File: config.mk
export PLATFORM = sky130hd
export DESIGN_NAME = nfc_ctrl
export DESIGN_NICKNAME = d
export VERILOG_FILES = /design/src/nfc_pkg.sv /design/src/nfc_ctrl.sv
export SDC_FILE = /design/constraint.sdc
export NUM_CORES = 1
export LEC_CHECK = 0
export ABC_AREA = 1
export BUFFER_PORTS_ARGS = -buffer_cell sky130_fd_sc_hd__buf_4
export CAP_MARGIN = 20
export CORE_MARGIN = 2
export CORE_UTILIZATION = 49
export CTS_CLUSTER_SIZE = 24
export DETAILED_ROUTE_END_ITERATION = 10
export GPL_ROUTABILITY_DRIVEN = 0
export PLACE_DENSITY_LB_ADDON = 0.08
export SYNTH_ARGS = -nofsm -noshare
export SYNTH_HDL_FRONTEND = slang
export SYNTH_SLANG_ARGS = --single-unit
export TNS_END_PERCENT = 30
File: constraint.sdc
create_clock -name hclk -period 1.6 [get_ports hclk]
set_input_delay 0.24 -clock hclk [delete_from_list [all_inputs] [get_ports hclk]]
set_output_delay 0.24 -clock hclk [all_outputs]
set_load 0.02 [all_outputs]
File: src/nfc_pkg.sv
// Constants, register map and timing for the NOR flash command controller
// Function
// (RQ1) Array is uniform 128-KB erase blocks
// (RQ2) Device holds 128-bit one-time protection register
// (RQ3) Host writes command sequence, device runs it
// (RQ4) Erase clears one addressed block only
// (RQ5) Erase suspend allows other-block reads, programs
// (RQ6) Program suspend allows other-block reads
// (RQ7) Write buffer holds 256 bytes or words
// (RQ8) Locked blocks refuse erase and program
// (RQ9) Host issues set-lock and clear-lock commands
// (RQ10) Status register reports operation completion
// (RQ11) Status pin defaults to ready/busy level
// (RQ12) Status pin high when idle or suspended
// (RQ13) Host may configure status pin pulse mode
// (RQ14) Three chip selects enable the device
// (RQ15) Byte mode uses lowest address bit
// (RQ16) Word mode ignores address bit zero
// (RQ17) Deselected and not reset means standby
// (RQ18) Reset pin low blocks writes, clears state; the model clears prog_arm and show_sr but leaves busy set
// (RQ19) Host waits recovery and wake after reset
`default_nettype none
package nfc_pkg;
    // Register byte offsets
    localparam logic [7:0] OFS_CTRL   = 8'h00;
    localparam logic [7:0] OFS_ADDR   = 8'h04;
    localparam logic [7:0] OFS_WDATA  = 8'h08;
    localparam logic [7:0] OFS_CMD    = 8'h0C;
    localparam logic [7:0] OFS_RDATA  = 8'h10;
    localparam logic [7:0] OFS_STATUS = 8'h14;
    // Control fields
    localparam int C_OP     = 0;
    localparam int C_GO     = 2;
    localparam int C_X16    = 3;
    localparam int C_PWRDN  = 4;
    localparam int C_CS     = 8;
    localparam logic [31:0] CTRL_RST = 32'h0000_0010;
    // Operation codes in the control register
    localparam logic [1:0] OP_READ  = 2'h0;
    localparam logic [1:0] OP_WRITE = 2'h1;
    localparam logic [1:0] OP_PAIR  = 2'h2;
    // Status fields
    localparam int S_BUSY  = 0;
    localparam int S_PIN   = 1;
    localparam int S_RDOK  = 2;
    localparam int S_WROK  = 3;
    localparam int S_DONE  = 4;
    localparam int S_PULSE = 5;
    // Timing, in ns, and derived cycle counts at the 40 MHz bus clock
    localparam int CLK_MHZ    = 40;
    localparam int T_STROBE_NS = 60;
    localparam int T_ACCESS_NS = 120;
    localparam int T_RECOV_NS  = 30000;
    localparam int T_WAKE_NS   = 40000;
    localparam logic [11:0] WE_CYC   = 12'((T_STROBE_NS * CLK_MHZ + 999) / 1000);
    localparam logic [11:0] RD_CYC   = 12'((T_ACCESS_NS * CLK_MHZ + 999) / 1000);
    localparam logic [11:0] REC_CYC  = 12'((T_RECOV_NS * CLK_MHZ + 999) / 1000);
    localparam logic [11:0] WAKE_CYC = 12'((T_WAKE_NS * CLK_MHZ + 999) / 1000);
    // Sequencer states, Gray coded along IDLE-ASSERT-HOLD-NEXT
    typedef enum logic [1:0] {
        ST_IDLE   = 2'b00,
        ST_ASSERT = 2'b01,
        ST_HOLD   = 2'b11,
        ST_NEXT   = 2'b10
    } nfc_state_t;
endpackage : nfc_pkg
`default_nettype wire
File: src/nfc_ctrl.sv
// AHB-Lite controlled host sequencer for an asynchronous NOR flash
//
// The register addresses and the AHB-Lite interface to the registers were decided locally.
`default_nettype none
module nfc_ctrl
    import nfc_pkg::*;
(
    input  wire logic        hclk,          // Bus clock
    input  wire logic        hresetn,       // Async reset, active low
    input  wire logic        hsel,          // Slave select
    input  wire logic [31:0] haddr,         // Byte address
    input  wire logic [1:0]  htrans,        // Transfer type
    input  wire logic        hwrite,        // Write when high
    input  wire logic [2:0]  hsize,         // Transfer size
    input  wire logic [31:0] hwdata,        // Write data
    input  wire logic        hready,        // Bus ready
    output var  logic [31:0] hrdata,        // Read data
    output var  logic        hreadyout,     // Always ready
    output var  logic        hresp,         // Always OKAY
    output var  logic [23:0] flash_addr_o,  // Flash address pins
    output var  logic [15:0] flash_dq_o,    // Data pins, driven value
    output var  logic        flash_dq_oe,   // Data pins driven when high
    input  wire logic [15:0] flash_dq_i,    // Data pins, sampled value
    output var  logic [2:0]  flash_cs_o,    // Chip select levels
    output var  logic        flash_we_n,    // Write strobe, active low
    output var  logic        flash_oe_n,    // Output enable, active low
    output var  logic        flash_byte_n,  // Width select, high for x16
    output var  logic        flash_rp_n,    // Reset/power-down, active low
    input  wire logic        status_output_pin_i // Ready/busy or pulse
);

    ////////////////////////////////////////////////////////////////////////
    // Bus slave
    logic [31:0] ctrl_q;
    logic [23:0] addr_q;
    logic [15:0] wdata_q;
    logic [7:0]  cmd_q;
    logic [15:0] rdata_q;
    logic        pending_q;
    logic        done_q;
    logic        pulse_q;
    logic        sts_prev_q;
    logic [11:0] wake_cnt_q;
    logic [11:0] cnt_q;
    logic        rd_q;
    logic        second_q;
    logic        wr_ph_q;
    logic [7:0]  a_ph_q;
    logic [31:0] hrdata_q;
    nfc_state_t  state_q;

    function automatic logic hit(input logic [7:0] a, input logic [7:0] ofs);
        hit = (a[7:2] == ofs[7:2]);
    endfunction : hit

    wire logic addr_ph = hsel & hready & htrans[1];
    wire logic rd_ok   = flash_rp_n & (wake_cnt_q >= REC_CYC);
    wire logic wr_ok   = flash_rp_n & (wake_cnt_q == WAKE_CYC);
    wire logic busy    = (state_q != ST_IDLE) | pending_q;
    wire logic wr_en   = wr_ph_q;
    wire logic [31:0] status_v = {26'h000_0000, pulse_q, done_q, wr_ok, rd_ok,
                                  sts_prev_q, busy};

    assign hreadyout = 1'b1;
    assign hresp     = 1'b0;
    assign hrdata    = hrdata_q;

    // Capture the address phase; read data is latched then so it stands in the data phase
    always_ff @(posedge hclk or negedge hresetn) begin
        if (!hresetn) begin
            wr_ph_q  <= 1'b0;
            a_ph_q   <= 8'h00;
            hrdata_q <= 32'h0000_0000;
        end else begin
            wr_ph_q <= addr_ph & hwrite;
            if (addr_ph) begin
                a_ph_q <= haddr[7:0];
            end
            if (addr_ph & !hwrite) begin
                if (hit(haddr[7:0], OFS_CTRL)) begin
                    hrdata_q <= ctrl_q;
                end else if (hit(haddr[7:0], OFS_ADDR)) begin
                    hrdata_q <= {8'h00, addr_q};
                end else if (hit(haddr[7:0], OFS_WDATA)) begin
                    hrdata_q <= {16'h0000, wdata_q};
                end else if (hit(haddr[7:0], OFS_CMD)) begin
                    hrdata_q <= {24'h00_0000, cmd_q};
                end else if (hit(haddr[7:0], OFS_RDATA)) begin
                    hrdata_q <= {16'h0000, rdata_q};
                end else if (hit(haddr[7:0], OFS_STATUS)) begin
                    hrdata_q <= status_v;
                end else begin
                    hrdata_q <= 32'h0000_0000;
                end
            end
        end
    end

    // Writable registers; the go bit is self-clearing and is not stored
    always_ff @(posedge hclk or negedge hresetn) begin
        if (!hresetn) begin
            ctrl_q  <= CTRL_RST;
            addr_q  <= 24'h00_0000;
            wdata_q <= 16'h0000;
            cmd_q   <= 8'h00;
        end else if (wr_en) begin
            if (hit(a_ph_q, OFS_CTRL)) begin
                ctrl_q <= hwdata & 32'h0000_071B;
            end
            if (hit(a_ph_q, OFS_ADDR)) begin
                addr_q <= hwdata[23:0];
            end
            if (hit(a_ph_q, OFS_WDATA)) begin
                wdata_q <= hwdata[15:0];
            end
            if (hit(a_ph_q, OFS_CMD)) begin
                cmd_q <= hwdata[7:0];
            end
        end
    end

    ////////////////////////////////////////////////////////////////////////
    // Reset/power-down and wake timing
    assign flash_rp_n   = !ctrl_q[C_PWRDN];
    assign flash_byte_n = ctrl_q[C_X16];
    assign flash_cs_o   = ctrl_q[C_CS +: 3];

    // Counts from pin release; reads wait for recovery, writes for wake
    always_ff @(posedge hclk or negedge hresetn) begin
        if (!hresetn) begin
            wake_cnt_q <= 12'h000;
        end else if (ctrl_q[C_PWRDN]) begin
            wake_cnt_q <= 12'h000; // RQ19
        end else if (wake_cnt_q != WAKE_CYC) begin
            wake_cnt_q <= wake_cnt_q + 12'h001; // RQ19
        end
    end

    ////////////////////////////////////////////////////////////////////////
    // Status pin watch; a set in the same cycle as a clear wins
    always_ff @(posedge hclk or negedge hresetn) begin
        if (!hresetn) begin
            sts_prev_q <= 1'b1;
            pulse_q    <= 1'b0;
        end else begin
            sts_prev_q <= status_output_pin_i;
            if (sts_prev_q & !status_output_pin_i) begin
                pulse_q <= 1'b1; // RQ13
            end else if (wr_en & hit(a_ph_q, OFS_STATUS) & hwdata[S_PULSE]) begin
                pulse_q <= 1'b0;
            end
        end
    end

    ////////////////////////////////////////////////////////////////////////
    // Request latch; a go while busy is ignored
    wire logic go_wr = wr_en & hit(a_ph_q, OFS_CTRL) & hwdata[C_GO];
    wire logic [1:0] op = ctrl_q[C_OP +: 2];
    wire logic launch = (state_q == ST_IDLE) & pending_q &
                        ((op == OP_READ) ? rd_ok : wr_ok);

    always_ff @(posedge hclk or negedge hresetn) begin
        if (!hresetn) begin
            pending_q <= 1'b0;
        end else if (launch) begin
            pending_q <= 1'b0;
        end else if (go_wr & !busy) begin
            pending_q <= 1'b1; // RQ3
        end
    end

    ////////////////////////////////////////////////////////////////////////
    // Pin sequencer: strobe for a fixed count, hold one cycle, optional second cycle
    wire logic [11:0] len = rd_q ? RD_CYC : WE_CYC;

    always_ff @(posedge hclk or negedge hresetn) begin
        if (!hresetn) begin
            state_q    <= ST_IDLE;
            cnt_q      <= 12'h000;
            rd_q       <= 1'b0;
            second_q   <= 1'b0;
            flash_dq_o <= 16'h0000;
        end else begin
            case (state_q)
                ST_IDLE: begin
                    if (launch) begin
                        rd_q       <= (op == OP_READ);
                        second_q   <= (op == OP_PAIR); // RQ9
                        flash_dq_o <= (op == OP_PAIR) ? {8'h00, cmd_q} : wdata_q; // RQ3
                        cnt_q      <= 12'h000;
                        state_q    <= ST_ASSERT;
                    end
                end
                ST_ASSERT: begin
                    cnt_q <= cnt_q + 12'h001;
                    if (cnt_q == len - 12'h001) begin
                        state_q <= ST_HOLD;
                    end
                end
                ST_HOLD: begin
                    if (second_q) begin
                        flash_dq_o <= wdata_q; // RQ9
                        second_q   <= 1'b0;
                        state_q    <= ST_NEXT;
                    end else begin
                        state_q <= ST_IDLE;
                    end
                end
                ST_NEXT: begin
                    cnt_q   <= 12'h000;
                    state_q <= ST_ASSERT;
                end
                default: begin
                    state_q <= ST_IDLE;
                end
            endcase
        end
    end

    // Read capture at the end of the access window; byte mode keeps the low lane
    always_ff @(posedge hclk or negedge hresetn) begin
        if (!hresetn) begin
            rdata_q <= 16'h0000;
        end else if (state_q == ST_ASSERT && rd_q && cnt_q == len - 12'h001) begin
            rdata_q <= ctrl_q[C_X16] ? flash_dq_i : {8'h00, flash_dq_i[7:0]};
        end
    end

    // Done flag: set at the end of a transfer, cleared by writing one
    always_ff @(posedge hclk or negedge hresetn) begin
        if (!hresetn) begin
            done_q <= 1'b0;
        end else if (state_q == ST_HOLD && !second_q) begin
            done_q <= 1'b1;
        end else if (wr_en & hit(a_ph_q, OFS_STATUS) & hwdata[S_DONE]) begin
            done_q <= 1'b0;
        end
    end

    // Strobes decoded from the state register, whose HOLD to IDLE and NEXT to ASSERT steps change both bits
    assign flash_we_n   = !(state_q == ST_ASSERT && !rd_q);
    assign flash_oe_n   = !(state_q == ST_ASSERT && rd_q);
    assign flash_dq_oe  = (state_q != ST_IDLE) && !rd_q;
    assign flash_addr_o = {addr_q[23:1], addr_q[0] & !ctrl_q[C_X16]};

    ////////////////////////////////////////////////////////////////////////
    // Checks
    logic [11:0] low_cnt_q;

    always_ff @(posedge hclk or negedge hresetn) begin
        if (!hresetn) begin
            low_cnt_q <= 12'h000;
        end else begin
            low_cnt_q <= flash_we_n ? 12'h000 : low_cnt_q + 12'h001;
        end
    end

    // Read strobe length, counted the same way as the write strobe
    logic [11:0] oe_cnt_q;

    always_ff @(posedge hclk or negedge hresetn) begin
        if (!hresetn) begin
            oe_cnt_q <= 12'h000;
        end else begin
            oe_cnt_q <= flash_oe_n ? 12'h000 : oe_cnt_q + 12'h001;
        end
    end
endmodule : nfc_ctrl
`default_nettype wire

* After elaboration in Yosys (flattened, before gate mapping)
Cells that the tools add are included.
Cells by class: add/subtract/negate cells 3, multipliers 0, div/mod/pow operators 0, magnitude comparators 1, equality and inequality tests 19, shift-type cells 0, muxes and demuxes 29, bitwise operators 17, reductions and logical operators 34
Operators by type and width (number):
- two-way mux 16 bit | 7
- two-way mux 12 bit | 3
- case mux 12 bit (3 select lines) | 1
- two-way mux 32 bit | 1
- case mux 16 bit (2 select lines) | 1
- adder 12 x 1 -> 12 bit (second input constant) | 2
- == test 6 x 2 -> 1 bit (second input constant) | 4
- two-way mux 24 bit | 1
- == test 6 x 3 -> 1 bit (second input constant) | 3
- bitwise AND 1 bit | 16
- AND reduction 2 bit | 8
- == test 12 x 11 -> 1 bit (second input constant) | 1
- == test 12 bit | 1
- == test 6 x 1 -> 1 bit (second input constant) | 2
- greater-or-equal comparator 12 x 11 -> 1 bit (second input constant) | 1
- zero test 6 bit | 2
- != test 12 x 11 -> 1 bit (second input constant) | 1
- nonzero test 2 bit | 6
- zero test 1 bit | 9
- two-way mux 1 bit | 8
- case mux 2 bit (4 select lines) | 1
- == test 2 bit (second input constant) | 3
- two-way mux 2 bit | 3
- two-way mux 6 bit | 1
- 10 further kinds | 17
Storage, ports and cells: register bits 160, bits in latches 0, memory bits (writable) 0, memory bits (read-only) 0, input port bits 91, output and inout port bits 82, logic and storage cells 121, memories 0

* Logic depth before layout (Yosys ltp)
depth in word-level cells 8, mapped depth 12, mapped depth without buffers 11

* Least setup slack after synthesis
OpenSTA, ideal clock, no wires.
kind register to register, start register wake_cnt_q[0], end register flash_dq_o[10], setup time 117 ps, arrival 1488 ps, required time 1483 ps, path slack -5 ps, stages on the path, launching flop included 13, period minus slack after synthesis 1605 ps, path through dfrtp_1 inv_1 ha_1 inv_1 nor2_1 nand3_1 nand2_1 nand3_2 nand2_4 nand2_4 buf_6 nand2_1 nand2_1
Between the ends: cells in the longest elaborated chain, start to end 6, elaborated cells between the ends (all ways) 8, those cells by class order compare: 1; eq/ne: 2; mux: 1; bitwise: 3; reduce/logical: 1
Ends and longest elaborated chain:
- start, declared | line nfc_ctrl.sv:43 | logic [11:0] wake_cnt_q;
- start signal, assigned | line nfc_ctrl.sv:135 | wake_cnt_q <= wake_cnt_q + 12'h001;
- greater-or-equal comparator 12 x 11 -> 1 bit / == test 12 x 11 -> 1 bit (equally long branches) | line nfc_ctrl.sv:57, nfc_ctrl.sv:58
- bitwise AND 1 bit (on tied branches) | line nfc_ctrl.sv:57, nfc_ctrl.sv:58
- two-way mux 1 bit * | line nfc_ctrl.sv:160 | ((op == OP_READ) ? rd_ok : wr_ok);
- bitwise AND 1 bit * | line nfc_ctrl.sv:159 | wire logic launch = (state_q == ST_IDLE) & pending_q &
- != test 2 bit (no source line) *
- AND reduction 3 bit (no source line) *
- end signal, assigned | line nfc_ctrl.sv:189 | flash_dq_o <= (op == OP_PAIR) ? {8'h00, cmd_q} : wdata_q;
- end signal, assigned | line nfc_ctrl.sv:202 | flash_dq_o <= wdata_q;
- end, declared | line nfc_ctrl.sv:21 | output var logic [15:0] flash_dq_o,
Mark *: on every way between the ends. The rest lies on a longest branch, timed or not. A chain may end at the register's enable or synchronous reset.

* Final worst setup path
start register state_q[1], end output port flash_oe_n
Between the ends: cells in the longest elaborated chain, start to end 3
Ends and longest elaborated chain:
- start, declared | line nfc_ctrl.sv:50 | nfc_state_t state_q;
- start signal, assigned | line nfc_ctrl.sv:178 | state_q <= ST_IDLE;
- start signal, assigned | line nfc_ctrl.sv:191 | state_q <= ST_ASSERT;
- start signal, assigned | line nfc_ctrl.sv:197 | state_q <= ST_HOLD;
- == test 2 x 1 -> 1 bit | line nfc_ctrl.sv:242 | assign flash_oe_n = !(state_q == ST_ASSERT && rd_q);
- logical AND 1 bit | line nfc_ctrl.sv:242
- zero test 1 bit | line nfc_ctrl.sv:242
- end, declared | line nfc_ctrl.sv:26 | output var logic flash_oe_n,
Every way passes these cells.

==> key figures <==
Logic synthesis
  – Combinational family with the most area after synthesis: simple AND/OR/NAND/NOR gates
  – Xor and xnor area share after synthesis: 0%
  – Fraction of the mapped netlist area in adder cells: 0.525%
  – Mux share of post-synthesis cell area: 2.21%
  – Synthesis Warnings: 0
  – Post-synth EDFFs: 0
  – Portion of the post-synthesis area used by sequential elements: 52.5%
  – Post-synth top flop: sky130_fd_sc_hd__dfrtp_1
  – Area of the mapped netlist: 7150 µm²
  – Compound-cell area share of the yosys netlist: 10.9%
  – Syn Inst Count: 862
  – Simple-Gate Fraction of Synth Area: 23.1%
  – Flip-flop and latch count after synthesis: 150
  – Syn avg cell area: 8.29 µm²
  – Post-synthesis async set-or-reset flop share: 100%
  – Number of distinct library cells after synthesis: 39

Clock tree
  – CTS HTree Levels: 4
  – Clock-pin slew on the worst setup and hold paths: 0.06 ns
  – Clock tree root buffer cell: sky130_fd_sc_hd__clkbuf_16
  – Sinks on Clock Net: 150
  – Max Buffers Root-to-Sink: 2
  – Inserted Clock Buffers: 17
  – CTS tree: built
  – Clock Latency Late Sink: 0.41 ns

GRT
  – Global-route usage over all layers: 24.1%
  – Largest net degree at the start of global routing: 41
  – Number of antenna violations at the first check in global routing: 0
  – Total grt overflow: 0
  – Global-route wire length before repair: 30200 µm
  – Vias in the first global route: 5964

Final layout
  – Final design utilization: 65.2%
  – Top library cells by usage in the layout, fill and taps aside: 237 x sky130_fd_sc_hd__nand2_1, 165 x sky130_fd_sc_hd__buf_4, 147 x sky130_fd_sc_hd__dfrtp_1, 95 x sky130_fd_sc_hd__o21ai_0, 87 x sky130_fd_sc_hd__inv_1
  – Non-filler cells in the finished layout: 1208
  – Most common cell after layout, fill and taps aside: sky130_fd_sc_hd__nand2_1
  – Synth-to-Final Area Change: 31.0%
  – Share of final-layout standard cells stronger than drive strength 1: 28.5%
  – Final instance area: 9370 µm²
  – Fin nets: 1105
  – Antenna diodes: 0

Pwr
  – Power Dens Cells: 1020 nW/µm²
  – Worst vdd ir: 0.810 mV
  – Leakage power: 4.80 nW
  – Overall power of the completed layout: 9.54 mW

Placement
  – Post-DP HPWL: 13500 µm
  – Post-Place Cell Area: 8420 µm²
  – Quantity of I/O buffers inserted on ports: 124
  – Cell total after placement: 1166

Worst setup path
  – Category of the most critical setup path: reg2out
  – Critical path data required time: 1.36 ns
  – Startpoint Class: flip-flop
  – Data arrival, critical path: 1.41 ns
  – Worst-case register-to-register setup slack: -0.04 ns
  – Nature of the critical path endpoint: output port
  – Top fanout value on the critical path: 3

STA
  – Total count of max-transition violations in the final report: 0
  – Crit path setup slack, layout: -0.0477 ns
  – Setup-violating endpoint count in the final report: 31
  – Maximum operating frequency: 607 MHz
  – Final TNS setup: -0.590 ns
  – Number of endpoints with negative hold slack in the final report: 0
  – Fin Clk Skew: 0.00832 ns
  – Post-route clock period utilization: 103%
  – Shortest clock period the worst path allows after layout: 1.65 ns
  – Setup repair after global routing missed its margin: yes

Die
  – Die outline area: 15600 µm²
  – I/O pin total: 173
  – DIE HEIGHT: 125 µm
  – Initial Utilization: 49.8%
  – Width of the chip: 125 µm
  – FP Rows: 44
  – Area of the core: 14400 µm²

Drt
  – Number of iterations in the first detailed-routing pass: 5
  – Number of nets still failing antenna checks after routing: 0
  – Number of DRC violations after detailed-routing iteration 0: 565
  – Total number of vias: 6219
  – Detailed Route WL: 19000 µm
  – Via-per-instance ratio: 5.15
  – DRC violations left: 0
  – Wirelength per Cell: 15.7 µm

Min path
  – Type of the tightest min-delay check: in2reg

Outcome
  – Result of the run: finished with violations
  – Violated checks: setup timing

Run
  – Max-cap violations: 0
[worst max-delay path: stages, from the launching register on]
cell and delay (ns):
sky130_fd_sc_hd__dfrtp_1 0.42, sky130_fd_sc_hd__nor2_4 0.14, sky130_fd_sc_hd__clkinvlp_4 0.15, sky130_fd_sc_hd__nor2_8 0.12, sky130_fd_sc_hd__inv_2 0.04, sky130_fd_sc_hd__buf_6 0.12
[Yosys cell counts, types with 3 or more instances]
cell / instances / area, µm²
sky130_fd_sc_hd__clkbuf_1: 15 / 56.3
sky130_fd_sc_hd__buf_4: 40 / 300
sky130_fd_sc_hd__mux2_2: 14 / 158
sky130_fd_sc_hd__o211ai_1: 4 / 30.0
sky130_fd_sc_hd__nor3_1: 8 / 40.0
sky130_fd_sc_hd__nand2_4: 3 / 33.8
sky130_fd_sc_hd__inv_1: 91 / 342
sky130_fd_sc_hd__ha_1: 3 / 37.5
sky130_fd_sc_hd__a21oi_1: 33 / 165
sky130_fd_sc_hd__nand4_1: 7 / 43.8
sky130_fd_sc_hd__or2_2: 4 / 25.0
sky130_fd_sc_hd__nand3_1: 54 / 270
sky130_fd_sc_hd__nor4_1: 3 / 18.8
sky130_fd_sc_hd__nand2_1: 248 / 931
sky130_fd_sc_hd__buf_2: 7 / 35.0
sky130_fd_sc_hd__o21ai_1: 4 / 20.0
sky130_fd_sc_hd__nor2_1: 51 / 191
sky130_fd_sc_hd__dfrtp_1: 148 / 3700
sky130_fd_sc_hd__o21ai_0: 96 / 480
[power breakdown]
part	total, mW	internal (mW)	switching (mW)	leakage, nW
clock	4.17	2.62	1.55	0.294
combinational	1.20	0.473	0.728	2.74
sequential	4.18	4.01	0.163	1.76
total	9.54	7.10	2.44	4.80
[layer usage]
| layer | GRT usage, % | vias up | routed length [µm] |
|---|---|---|---|
| li1 | - | 3017 | - |
| met3 | 4.90 | 11 | 1090 |
| met1 | 34.8 | 2982 | 8770 |
| met2 | 38.1 | 209 | 8930 |
| met4 | 4.89 | 0 | 180 |
| met5 | 0 | - | 0 |
[registers in the layout, indices dropped and copies added (netlist names), 6 cells and up]
signal      cells
ctrl_q          7
wake_cnt_q     12
cnt_q          12
addr_q         24
hrdata         24
cmd_q           8
flash_dq_o     16
rdata_q        16
wdata_q        16
a_ph_q          6
[cell type report]
| type | instances | area [µm²] |
|---|---|---|
| clock buffer | 21 | 480 |
| clock inverter | 11 | 146 |
| fill | 1224 | 5000 |
| inverter | 93 | 354 |
| multi-input combinational | 565 | 2880 |
| sequential | 150 | 3760 |
| tap | 184 | 230 |
| timing repair buffer | 184 | 1520 |
[stage by stage]
stage | worst slack (ns) | hold WS [ns]
2_1_floorplan | 0.00934 | -0.0556
3_3_place_gp | -0.0786 | 0.175
3_5_place_dp | -0.150 | 0.178
4_1_cts | -0.0711 | 0.0283
5_1_grt | -0.159 | 0.0475
6_report | -0.0477 | 0.0361
[final timing paths]
kind	from	endpoint	cells after the start
max in group asynchronous	hresetn	ctrl_q[3]	3
worst max-delay path	state_q[1]	flash_oe_n	5
min in group asynchronous	hresetn	wake_cnt_q[4]	2
worst min-delay path	hwdata[23]	addr_q[23]	3
worst min register to register	cnt_q[9]	cnt_q[9]	2
worst max register to register	wake_cnt_q[7]	flash_dq_o[4]	8
[timing repair]
action	in CTS	in global routing
resized for setup	12	50
endpoints found under the hold margin	33	0
hold buffers	2	0
pin swaps	3	26
buffers inserted	4	2
gates cloned	0	2
endpoints found under the setup margin	51	64
[cells by family (layout without fill, tap and decap cells)]
group / count (synthesis) / after routing
other: 2 / 10
muxes: 14 / 14
adders and majority gates: 3 / 3
and+or+nand+nor: 389 / 391
AOI/OAI and AO/OA: 147 / 147
DFF: 150 / 150
buffers and inverters: 157 / 309
No activity file was read; power rests on OpenSTA's default activity.
